==> src/rtl/usas_defines.svh <==
// Register offsets, field positions, reset values for the address/stall/status block
// Assumes byte addressing on APB, one aligned 32-bit word per register
`ifndef USAS_DEFINES_SVH
`define USAS_DEFINES_SVH
// Register indices; the byte address on the bus is four times the index
`define USAS_IDX_ADDR 8'h23
`define USAS_IDX_HALT 8'h24
`define USAS_IDX_STAT 8'h25
`define USAS_IDX_IRQ_ST 8'h30
`define USAS_IDX_IRQ_EN 8'h31
`define USAS_IDX_IRQ_CLR 8'h32
// Address register fields
`define USAS_WAKE_BIT 0
`define USAS_ADDR_LSB 1
`define USAS_ADDR_RST 8'h00
// Status bit positions
`define USAS_ST_DEFER 0
`define USAS_ST_ERR 1
`define USAS_ST_OUT 2
`define USAS_ST_IN 3
`define USAS_ST_NAK 4
`define USAS_ST_CRC 5
`define USAS_ST_EOT 6
`define USAS_ST_NAKMSK 7
`define USAS_STAT_RST 8'h40
// Status bits firmware may write (defer, err, out, crc, mask)
`define USAS_STAT_WMASK 8'hA7
// Firmware clearable only (err, out, crc)
`define USAS_STAT_CMASK 8'h26
// Number of endpoints with halt bits
`define USAS_NUM_EP 3
// Interrupt event bits: nak, out, err, crc
`define USAS_NUM_IRQ 4
`endif

==> src/rtl/usas_pkg.sv <==
// Types shared by the address/stall/status block
// Assumes the defines header is compiled first
package usas_pkg;
	typedef logic [7:0] usas_byte_t;
	typedef enum logic [1:0]
	{
		USAS_ADR_IDLE = 2'b00,
		USAS_ADR_WAIT = 2'b01
	} usas_adr_e;
endpackage

==> src/rtl/usas_apb_slave.sv <==
// APB slave front end: decodes the byte address to a register index and strobes
// Assumes a single clock and APB master driving signals after rising edges
`timescale 1ns/1ps
`default_nettype none
module usas_apb_slave
(
	// Clock and reset
	input wire logic ref_clk_in,
	input wire logic rst_n_in,
	// APB
	input wire logic psel_in,
	input wire logic penable_in,
	input wire logic pwrite_in,
	input wire logic [11:0] paddr_in,
	// Decoded access
	output logic wr_out,
	output logic rd_out,
	output logic [7:0] idx_out,
	output logic hit_out
);
	logic [9:0] word_idx;
	// Access phase strobes, decoded combinationally in the same cycle
	always_comb
	begin
		word_idx = paddr_in[11:2];
		idx_out = word_idx[7:0];
		hit_out = (word_idx[9:8] == 2'b00) && (paddr_in[1:0] == 2'b00);
		wr_out = psel_in && penable_in && pwrite_in;
		rd_out = psel_in && penable_in && !pwrite_in;
	end
endmodule // usas_apb_slave
`default_nettype wire

==> src/rtl/usas_sticky.sv <==
// Sticky event bits with write-one-to-clear and enable gating
// Set wins over clear in the same cycle
`timescale 1ns/1ps
`default_nettype none
module usas_sticky
#(
	parameter int N = 4
)
(
	// Clock and reset
	input wire logic ref_clk_in,
	input wire logic rst_n_in,
	// Events and software control
	input wire logic [N-1:0] set_in,
	input wire logic [N-1:0] clr_in,
	input wire logic [N-1:0] en_in,
	// State
	output logic [N-1:0] stat_out,
	output logic irq_out
);
	logic [N-1:0] stat_q;
	logic [N-1:0] stat_d;
	logic irq_q;
	logic irq_d;
	// Next state per bit
	always_comb
	begin
		stat_d = (stat_q & ~clr_in) | set_in;
		irq_d = |(stat_d & en_in);
	end
	// Registers
	always_ff @(posedge ref_clk_in or negedge rst_n_in)
	begin
		if (!rst_n_in)
		begin
			stat_q <= '0;
			irq_q <= 1'b0;
		end
		else
		begin
			stat_q <= stat_d;
			irq_q <= irq_d;
		end
	end
	assign stat_out = stat_q;
	assign irq_out = irq_q;
endmodule // usas_sticky
`default_nettype wire

==> src/rtl/usas_core.sv <==
// Address, remote-wake, endpoint halt and transaction status of a USB engine
// Assumes token/handshake events as one-cycle pulses synchronous to ref_clk_in
//
// Added by the designer: register access over APB.
`timescale 1ns/1ps
`default_nettype none
`include "usas_defines.svh"
//
// Operation
// - Endpoint 2 FIFO is hardware-only; no register reaches its data.
// - Address register holds wake bit 0, address bits 1..7; resets to zero.
// - Wake enable output follows address register bit 0.
// - Halt bits 0..2 set by firmware; cleared by USB reset and SETUP token.
// - Halt register bits 3..7 always read zero.
// - With deferred bit set, active address changes after a good IN read.
// - With deferred bit clear, active address changes at the register write.
// - Endpoint 0 FIFO error sets status bit 1; firmware clears it.
// - Non-empty OUT sets bit 2; firmware or valid SETUP clears it.
// - Read-only bit 3 shows the current token is IN.
// - Read-only bit 4 shows a NAK was sent for IN or OUT.
// - CRC, PID or incomplete token sets bit 5; firmware clears it.
// - Read-only bit 6 resets high and is low during a token.
// - Bit 7 set masks NAK interrupts; clear lets each NAK interrupt.
module usas_core
import usas_pkg::*;
#(
	parameter int NUM_EP = `USAS_NUM_EP
)
(
	// Clock and reset
	input wire logic ref_clk_in,
	input wire logic rst_n_in,
	// APB slave
	input wire logic psel_in,
	input wire logic penable_in,
	input wire logic pwrite_in,
	input wire logic [11:0] paddr_in,
	input wire logic [31:0] pwdata_in,
	output logic [31:0] prdata_out,
	output logic pready_out,
	output logic pslverr_out,
	// Engine events
	input wire logic usb_reset_in,
	input wire logic setup_tok_in,
	input wire logic in_tok_in,
	input wire logic out_data_in,
	input wire logic in_done_in,
	input wire logic nak_sent_in,
	input wire logic ep0_err_in,
	input wire logic pkt_err_in,
	input wire logic tok_active_in,
	input wire logic [1:0] tok_ep_in,
	// Engine controls
	output logic [6:0] device_address_field_out,
	output logic remote_wake_enable_out,
	output logic stall_reply_out,
	output logic irq_out
);
	logic wr_raw;
	logic wr;
	logic rd;
	logic rd_pend_q, rd_pend_d;
	logic hit;
	logic [7:0] idx;
	usas_byte_t wdat;
	usas_byte_t addr_q, addr_d;
	logic [6:0] act_q, act_d;
	usas_adr_e adr_q, adr_d;
	logic [NUM_EP-1:0] halt_q, halt_d;
	usas_byte_t stat_q, stat_d;
	logic wake_q, wake_d;
	logic stall_q, stall_d;
	logic [31:0] rdata_q, rdata_d;
	logic err_q, err_d;
	logic [`USAS_NUM_IRQ-1:0] ien_q, ien_d;
	logic [`USAS_NUM_IRQ-1:0] iclr;
	logic [`USAS_NUM_IRQ-1:0] iset;
	logic [`USAS_NUM_IRQ-1:0] ist;
	logic irq_w;

	// Bus decode
	usas_apb_slave u_apb
	(
		.ref_clk_in(ref_clk_in),
		.rst_n_in(rst_n_in),
		.psel_in(psel_in),
		.penable_in(penable_in),
		.pwrite_in(pwrite_in),
		.paddr_in(paddr_in),
		.wr_out(wr_raw),
		.rd_out(rd),
		.idx_out(idx),
		.hit_out(hit)
	);
	assign wdat = pwdata_in[7:0];
	// Writes land only at the edge where ready is high, so an engine set in
	// the wait cycle is never undone by a second pass of the same clear
	assign wr = wr_raw && rd_pend_q;

	// Events: nak (unless masked), out, ep0 error, packet error
	always_comb
	begin
		iset = {pkt_err_in, ep0_err_in, out_data_in,
			nak_sent_in && !stat_q[`USAS_ST_NAKMSK]};
		iclr = (wr && hit && idx == `USAS_IDX_IRQ_CLR) ? wdat[`USAS_NUM_IRQ-1:0] : '0;
	end

	// Sticky interrupt bits; set beats a same-cycle clear
	usas_sticky #(.N(`USAS_NUM_IRQ)) u_irq
	(
		.ref_clk_in(ref_clk_in),
		.rst_n_in(rst_n_in),
		.set_in(iset),
		.clr_in(iclr),
		.en_in(ien_q),
		.stat_out(ist),
		.irq_out(irq_w)
	);

	// Address register and active address tracking
	always_comb
	begin
		addr_d = addr_q;
		act_d = act_q;
		adr_d = adr_q;
		if (wr && hit && idx == `USAS_IDX_ADDR)
		begin
			addr_d = wdat;
			if (stat_q[`USAS_ST_DEFER])
				adr_d = USAS_ADR_WAIT;
			else
				act_d = wdat[7:`USAS_ADDR_LSB];
		end
		else if (adr_q == USAS_ADR_WAIT && in_done_in)
		begin
			act_d = addr_q[7:`USAS_ADDR_LSB];
			adr_d = USAS_ADR_IDLE;
		end
		if (usb_reset_in)
		begin
			addr_d = `USAS_ADDR_RST;
			act_d = '0;
			adr_d = USAS_ADR_IDLE;
		end
		wake_d = addr_d[`USAS_WAKE_BIT];
	end

	// Halt bits: software sets, reset and SETUP clear (clear wins, engine event)
	always_comb
	begin
		halt_d = halt_q;
		if (wr && hit && idx == `USAS_IDX_HALT)
			halt_d = wdat[NUM_EP-1:0];
		if (usb_reset_in || setup_tok_in)
			halt_d = '0;
		stall_d = tok_active_in && (int'(tok_ep_in) < NUM_EP) && halt_q[tok_ep_in];
	end

	// Status flags; hardware sets win over firmware clears
	always_comb
	begin
		stat_d = stat_q;
		if (wr && hit && idx == `USAS_IDX_STAT)
		begin
			// Writable bits take the value, sticky bits only accept clearing
			stat_d[`USAS_ST_DEFER] = wdat[`USAS_ST_DEFER];
			stat_d[`USAS_ST_NAKMSK] = wdat[`USAS_ST_NAKMSK];
			stat_d = stat_d & ~(`USAS_STAT_CMASK & ~wdat);
		end
		if (setup_tok_in)
			stat_d[`USAS_ST_OUT] = 1'b0;
		if (ep0_err_in)
			stat_d[`USAS_ST_ERR] = 1'b1;
		if (out_data_in)
			stat_d[`USAS_ST_OUT] = 1'b1;
		if (pkt_err_in)
			stat_d[`USAS_ST_CRC] = 1'b1;
		stat_d[`USAS_ST_IN] = in_tok_in;
		stat_d[`USAS_ST_NAK] = nak_sent_in ? 1'b1 : (tok_active_in ? stat_q[`USAS_ST_NAK] : 1'b0);
		stat_d[`USAS_ST_EOT] = !tok_active_in;
		if (usb_reset_in)
			stat_d = `USAS_STAT_RST;
	end

	// Interrupt enable and read mux; endpoint 2 data has no register
	always_comb
	begin
		ien_d = ien_q;
		if (wr && hit && idx == `USAS_IDX_IRQ_EN)
			ien_d = wdat[`USAS_NUM_IRQ-1:0];
		rdata_d = 32'h0000_0000;
		err_d = 1'b0;
		if ((rd || wr_raw) && !hit)
			err_d = 1'b1;
		else if (rd)
		begin
			unique case (idx)
				`USAS_IDX_ADDR: rdata_d[7:0] = addr_q;
				`USAS_IDX_HALT: rdata_d[NUM_EP-1:0] = halt_q;
				`USAS_IDX_STAT: rdata_d[7:0] = stat_q;
				`USAS_IDX_IRQ_ST: rdata_d[`USAS_NUM_IRQ-1:0] = ist;
				`USAS_IDX_IRQ_EN: rdata_d[`USAS_NUM_IRQ-1:0] = ien_q;
				default: err_d = 1'b1;
			endcase
		end
	end

	// State registers
	always_ff @(posedge ref_clk_in or negedge rst_n_in)
	begin
		if (!rst_n_in)
		begin
			addr_q <= `USAS_ADDR_RST;
			act_q <= '0;
			adr_q <= USAS_ADR_IDLE;
			halt_q <= '0;
			stat_q <= `USAS_STAT_RST;
			wake_q <= 1'b0;
			stall_q <= 1'b0;
			ien_q <= '0;
			rdata_q <= 32'h0000_0000;
			err_q <= 1'b0;
		end
		else
		begin
			addr_q <= addr_d;
			act_q <= act_d;
			adr_q <= adr_d;
			halt_q <= halt_d;
			stat_q <= stat_d;
			wake_q <= wake_d;
			stall_q <= stall_d;
			ien_q <= ien_d;
			rdata_q <= rdata_d;
			err_q <= err_d;
		end
	end

	// Ready is registered, so every access gets one wait state; read data and
	// error are loaded on the first access edge and stand while ready is high
	always_comb
	begin
		rd_pend_d = psel_in && penable_in && !rd_pend_q;
	end
	// Ready register
	always_ff @(posedge ref_clk_in or negedge rst_n_in)
	begin
		if (!rst_n_in)
			rd_pend_q <= 1'b0;
		else
			rd_pend_q <= rd_pend_d;
	end
	assign pready_out = rd_pend_q;
	assign prdata_out = rdata_q;
	assign pslverr_out = err_q;
	assign device_address_field_out = act_q;
	assign remote_wake_enable_out = wake_q;
	assign stall_reply_out = stall_q;
	assign irq_out = irq_w;

	// Checks: address register, wake-up and active address
	// Writes are gated by ready, so one request moves each register once
	chk_addr_rst: assert property (@(posedge ref_clk_in) disable iff (!rst_n_in)
		usb_reset_in |=> addr_q == 8'h00)
		else $error("addr not reset");
	chk_wake: assert property (@(posedge ref_clk_in) disable iff (!rst_n_in)
		wr && hit && idx == `USAS_IDX_ADDR && !usb_reset_in
		|=> remote_wake_enable_out == $past(wdat[`USAS_WAKE_BIT]))
		else $error("wake mismatch");
	chk_imm_addr: assert property (@(posedge ref_clk_in) disable iff (!rst_n_in)
		wr && hit && idx == `USAS_IDX_ADDR && !stat_q[`USAS_ST_DEFER] && !usb_reset_in
		|=> act_q == $past(wdat[7:1]))
		else $error("address not immediate");
	chk_def_addr: assert property (@(posedge ref_clk_in) disable iff (!rst_n_in)
		adr_q == USAS_ADR_WAIT && !in_done_in && !wr && !usb_reset_in
		|=> $stable(act_q))
		else $error("address moved early");
	chk_def_hold: assert property (@(posedge ref_clk_in) disable iff (!rst_n_in)
		wr && hit && idx == `USAS_IDX_ADDR && stat_q[`USAS_ST_DEFER] && !usb_reset_in
		|=> $stable(device_address_field_out))
		else $error("deferred address applied at write");
	chk_def_apply: assert property (@(posedge ref_clk_in) disable iff (!rst_n_in)
		adr_q == USAS_ADR_WAIT && in_done_in && !wr && !usb_reset_in
		|=> device_address_field_out == $past(addr_q[7:1]))
		else $error("deferred address not applied");
	// Checks: halt bits and stall replies
	chk_halt_clear: assert property (@(posedge ref_clk_in) disable iff (!rst_n_in)
		(setup_tok_in || usb_reset_in) |=> halt_q == '0)
		else $error("halt not cleared");
	chk_halt_write: assert property (@(posedge ref_clk_in) disable iff (!rst_n_in)
		wr && hit && idx == `USAS_IDX_HALT && !usb_reset_in && !setup_tok_in
		|=> halt_q == $past(wdat[NUM_EP-1:0]))
		else $error("halt write lost");
	chk_halt_read: assert property (@(posedge ref_clk_in) disable iff (!rst_n_in)
		rd && hit && idx == `USAS_IDX_HALT |=> rdata_q[31:NUM_EP] == '0)
		else $error("halt upper bits");
	chk_stall_rep: assert property (@(posedge ref_clk_in) disable iff (!rst_n_in)
		tok_active_in && tok_ep_in == 2'd0 && halt_q[0] |=> stall_reply_out)
		else $error("no stall reply");
	chk_stall_idle: assert property (@(posedge ref_clk_in) disable iff (!rst_n_in)
		!tok_active_in |=> !stall_reply_out)
		else $error("stall reply without token");
	// Checks: status flags; a hardware set must survive a same-cycle firmware clear
	chk_err_set: assert property (@(posedge ref_clk_in) disable iff (!rst_n_in)
		ep0_err_in && !usb_reset_in |=> stat_q[`USAS_ST_ERR])
		else $error("err lost");
	chk_crc_set: assert property (@(posedge ref_clk_in) disable iff (!rst_n_in)
		pkt_err_in && !usb_reset_in |=> stat_q[`USAS_ST_CRC])
		else $error("crc lost");
	chk_out_set: assert property (@(posedge ref_clk_in) disable iff (!rst_n_in)
		out_data_in && !usb_reset_in |=> stat_q[`USAS_ST_OUT])
		else $error("out lost");
	chk_out_setup: assert property (@(posedge ref_clk_in) disable iff (!rst_n_in)
		setup_tok_in && !out_data_in |=> !stat_q[`USAS_ST_OUT])
		else $error("out not cleared");
	chk_in_flag: assert property (@(posedge ref_clk_in) disable iff (!rst_n_in)
		in_tok_in && !usb_reset_in |=> stat_q[`USAS_ST_IN])
		else $error("in flag");
	chk_nak_flag: assert property (@(posedge ref_clk_in) disable iff (!rst_n_in)
		nak_sent_in && !usb_reset_in |=> stat_q[`USAS_ST_NAK])
		else $error("nak flag");
	chk_nak_clear: assert property (@(posedge ref_clk_in) disable iff (!rst_n_in)
		!tok_active_in && !nak_sent_in |=> !stat_q[`USAS_ST_NAK])
		else $error("nak flag stuck");
	chk_eot_low: assert property (@(posedge ref_clk_in) disable iff (!rst_n_in)
		tok_active_in && !usb_reset_in |=> !stat_q[`USAS_ST_EOT])
		else $error("eot not low");
	chk_eot_idle: assert property (@(posedge ref_clk_in) disable iff (!rst_n_in)
		!tok_active_in |=> stat_q[`USAS_ST_EOT])
		else $error("eot not high");
	chk_ro_bits: assert property (@(posedge ref_clk_in) disable iff (!rst_n_in)
		wr && hit && idx == `USAS_IDX_STAT && !tok_active_in && !usb_reset_in
		|=> stat_q[`USAS_ST_EOT])
		else $error("ro bit written");
	chk_ro_write: assert property (@(posedge ref_clk_in) disable iff (!rst_n_in)
		wr && hit && idx == `USAS_IDX_STAT && !usb_reset_in
		|=> stat_q[`USAS_ST_IN] == $past(in_tok_in))
		else $error("in bit written");
	// Checks: interrupts and bus answers
	chk_nak_mask: assert property (@(posedge ref_clk_in) disable iff (!rst_n_in)
		nak_sent_in && stat_q[`USAS_ST_NAKMSK] && ist[0] == 1'b0 && !iclr[0] |=> !ist[0])
		else $error("masked nak raised");
	chk_nak_irq: assert property (@(posedge ref_clk_in) disable iff (!rst_n_in)
		nak_sent_in && !stat_q[`USAS_ST_NAKMSK] |=> ist[0])
		else $error("unmasked nak lost");
	chk_irq_level: assert property (@(posedge ref_clk_in) disable iff (!rst_n_in)
		|(ist & ien_q) && iclr == '0 |=> irq_out)
		else $error("irq not raised");
	chk_irq_quiet: assert property (@(posedge ref_clk_in) disable iff (!rst_n_in)
		ist == '0 && iset == '0 |=> !irq_out)
		else $error("irq without event");
	chk_unmapped: assert property (@(posedge ref_clk_in) disable iff (!rst_n_in)
		rd && hit && !(idx inside {`USAS_IDX_ADDR, `USAS_IDX_HALT, `USAS_IDX_STAT,
		`USAS_IDX_IRQ_ST, `USAS_IDX_IRQ_EN}) |=> pslverr_out && prdata_out == '0)
		else $error("unmapped read answered");
endmodule // usas_core
`default_nettype wire

==> config.mk <==
export PLATFORM = sky130hd
export DESIGN_NAME = usas_core
export DESIGN_NICKNAME = d
export VERILOG_FILES = /design/src/rtl/usas_pkg.sv /design/src/rtl/usas_apb_slave.sv /design/src/rtl/usas_sticky.sv /design/src/rtl/usas_core.sv
export VERILOG_INCLUDE_DIRS = /design/src /design/src/rtl
export SDC_FILE = /design/constraint.sdc
export NUM_CORES = 1
export LEC_CHECK = 0
export ABC_AREA = 1
export BUFFER_PORTS_ARGS = -buffer_cell sky130_fd_sc_hd__buf_2
export CAP_MARGIN = 0
export CORE_UTILIZATION = 51
export CTS_CLUSTER_SIZE = 10
export DETAILED_ROUTE_END_ITERATION = 10
export PLACE_DENSITY = 0.81
export SLEW_MARGIN = 20
export SYNTH_ARGS = -nofsm -noshare
export SYNTH_HDL_FRONTEND = slang
export SYNTH_SLANG_ARGS = --single-unit
==> constraint.sdc <==
create_clock -name ref_clk_in -period 3.5 [get_ports ref_clk_in]
set_input_delay 0.525 -clock ref_clk_in [delete_from_list [all_inputs] [get_ports ref_clk_in]]
set_output_delay 0.525 -clock ref_clk_in [all_outputs]
set_load 0.02 [all_outputs]
==> impl_metrics.yaml <==
status:
  outcome: "complete, no violations"
synth:
  synth_top_family_by_area: "simple AND/OR/NAND/NOR gates"
  synthAdderAreaFrac_pct: 0
  synth.avg_cell_area_um2: 7.910
  synth.most_common_cell: "nand2_1"
  syn_inst: 301
  synth_edf_count: 0
  synth_area_leaders: "dfrtp_1 48%, nand2_1 17%, buf_4 7.9%, nand3_1 5.5%, inv_1 4.1%"
  synth_cell_types: 25
  synth-compound-area-share_pct: 6.569
  yosysTopAreaCell: "dfrtp_1"
  yosysWarnings: 0
  synth-seq-area-share_pct: 49.45
  async_reset_ff_share_pct: 100.0
  yosys-top-cells-count: "108 x nand2_1, 46 x dfrtp_1, 26 x inv_1, 26 x nand3_1, 25 x buf_4"
  synth_area_um2: 2381
  synth_xor_area_share_pct: 0
  synthFlopType: "dfrtp_1"
  synth-simple-area-share_pct: 30.32
  synth.top_cell.area_share_pct: 48.34
  synthMuxAreaShare_pct: 0
  ys_seq_elements: 47
detailed_routing:
  drc_errors: 0
  avgRoutedWirePerCell_um: 12.10
  drt_pass1_iterations: 4
  routed_wl_um: 4963
  drt_iter0_drc: 167
  drtAntennaViolNets: 0
  via_per_inst: 4.924
  vias: 2019
floorplanning:
  rows: 24
  fp.dieW_um: 70.33
  fp.dieArea_um2: 4946
  start_util_pct: 53.94
  io_pins: 104
  die_h_um: 70.33
  coreArea_um2: 4414
power_and_ir_drop:
  switchingPower_uw: 256.3
  pwr-share-clk_pct: 35.3
  pwr-share-comb_pct: 10.0
  p_int_uw: 756.6
  leakage_nw: 1.517
  power_density_nw_per_um2: 375.5
  ir_worst_vdd_v: 0.0002183
  swShare_pct: 25.31
  pwr-share-seq_pct: 54.7
global_route:
  grt_pass1_vias: 1870
  antenna_found_initial: 0
  grt_max_degree: 48
  grt_pass1_wl_um: 8314
  grt-ovfl-total: 0
  grt_usage_pct: 22.01
placed_design:
  numPortBuffers: 55
  placed_cell_area_um2: 2595
  dp_hpwl_um: 3682
  routabilityCongestion: 0.8429
worst_hold_path:
  min_path_type: "in -> async"
worst_setup_path:
  crit_path_start_kind: "input pin"
  cp_max_fo: 11
  cp.arrival_ps: 2370
  critPathKind: "in -> reg"
  end_kind: "register"
  critPathRequiredTime_ps: 3750
clocking:
  clkTransAtPathRegs_ps: 80
  cts.path.max_buffers: 2
  cts.htree.levels: 2
  ctsHoldBuffers: 0
  clockRootBuffer: "clkbuf_8"
  post_cts_resized: 0
  clock_latency_ps: 300
  cts_buffers: 5
  post_cts_buffers: 0
  cts_sinks: 47
  tritoncts: "yes"
timing:
  tightest_slew_ps: 582.8
  fin_setup_tns_ps: 0
  setup_violations: 0
  fin_crit_ps: 2125
  slew_headroom_pct: 61.15
  max_freq_mhz: 470.6
  rsz0062_at_grt: "false"
  finalHoldViolCount: 0
  finalMaxSlewViolations: 0
  period_share_pct: 60.71
  finClkSkew_ps: 1.805
final_layout:
  fin_area_um2: 2698
  nNetsFinal: 417
  final_layout_size_suffix_gt1_share_pct: 20.95
  antennaDiodeCount: 0
  areaGrowthSynthToFinish_pct: 13.29
flow_run:
  cap_viol_max_count: 0
-- worst max-delay path: stages --
cell	delay, ps
buf_2	90
nor2_1	120
nand2_1	140
nor2_2	390
nand2_1	430
nand3_1	230
nand2_2	160
inv_2	150
nand2_1	70
nand2_1	60
-- routing by layer --
| layer | up-vias | wire length (um) | track usage, % |
|---|---|---|---|
| li1 | 1015 | - | - |
| met4 | 0 | 99 | 9.333 |
| met3 | 11 | 408 | 5.195 |
| met5 | - | 0 | 0 |
| met1 | 898 | 2107 | 29.34 |
| met2 | 95 | 2347 | 34.29 |
-- cell families after synthesis --
kind of cell,after synthesis
DFF,47
buffers and inverters,58
AOI/OAI and AO/OA,28
and+or+nand+nor,167
other,1
-- worst paths after layout --
kind | slack, ps | startpoint | cells past startpoint | to
setup / recovery | 1380 | paddr_in[9] | 10 | device_address_field_out[2]
hold / removal | 220 | rst_n_in | 1 | halt_q[2]
setup reg to reg | 1390 | pready_out | 10 | device_address_field_out[2]
hold reg to reg | 450 | pready_out | 1 | pready_out
max in group asynchronous | 2890 | rst_n_in | 1 | addr_q[7]
min in group ref_clk_in | 390 | tok_active_in | 2 | stat_q[6]
-- power by group through the flow --
stage	registers, mW	clock network (mW)	logic, mW
global placement	0.564	0	0.0996
CTS	0.554	0.361	0.101
floorplan	0.566	0	0.0750
detailed placement	0.565	0	0.101
finish	0.554	0.358	0.101
global route	0.555	0.385	0.112
-- metrics by stage --
stage,std cells,utilization [%],total power [mW],hold slack [ps],worst slack (ps)
after global routing,410,61.11,1.052,252.6,1125
after floorplan,324,-,0.6413,229.4,1971
after CTS,410,61.05,1.016,383.3,1417
after detailed placement,402,58.79,0.6654,442.2,1105
final,410,61.11,1.013,219.9,1375
after global placement,402,58.79,0.6638,431.8,1144
-- cells in the final DEF (no fill, tap or decap), types with 2 or more instances in the layout --
cell        n
nand2_1   108
o211ai_1    2
conb_1     24
buf_2      54
clkbuf_8    7
nor2_4      2
dfrtp_1    46
inv_2       3
nand3_1    26
nor2_2      4
o21ai_0    11
nand4_1     5
o22ai_1     4
inv_1      26
nor3_1      2
a21oi_1     9
nor2_1     17
-- final cells by class --
class | instances | area (um2)
clock buffers | 8 | 100.1
repair buffers | 55 | 277.8
inverters | 29 | 108.9
well taps | 52 | 65.06
multi-input cells | 219 | 968.4
fillers | 406 | 1717
flip-flops and latches | 47 | 1177
-- flip-flops by register name, indices dropped and copies added (netlist names) --
signal,cells
adr_q,1
device_address_field_out,7
stat_q,8
addr_q,8
pready_out,1
halt_q,3
pslverr_out,1
prdata_out,8
ien_q,4
stall_reply_out,1
u_irq.stat_out,4
u_irq.irq_out,1
(Power assumes the default switching activity.)
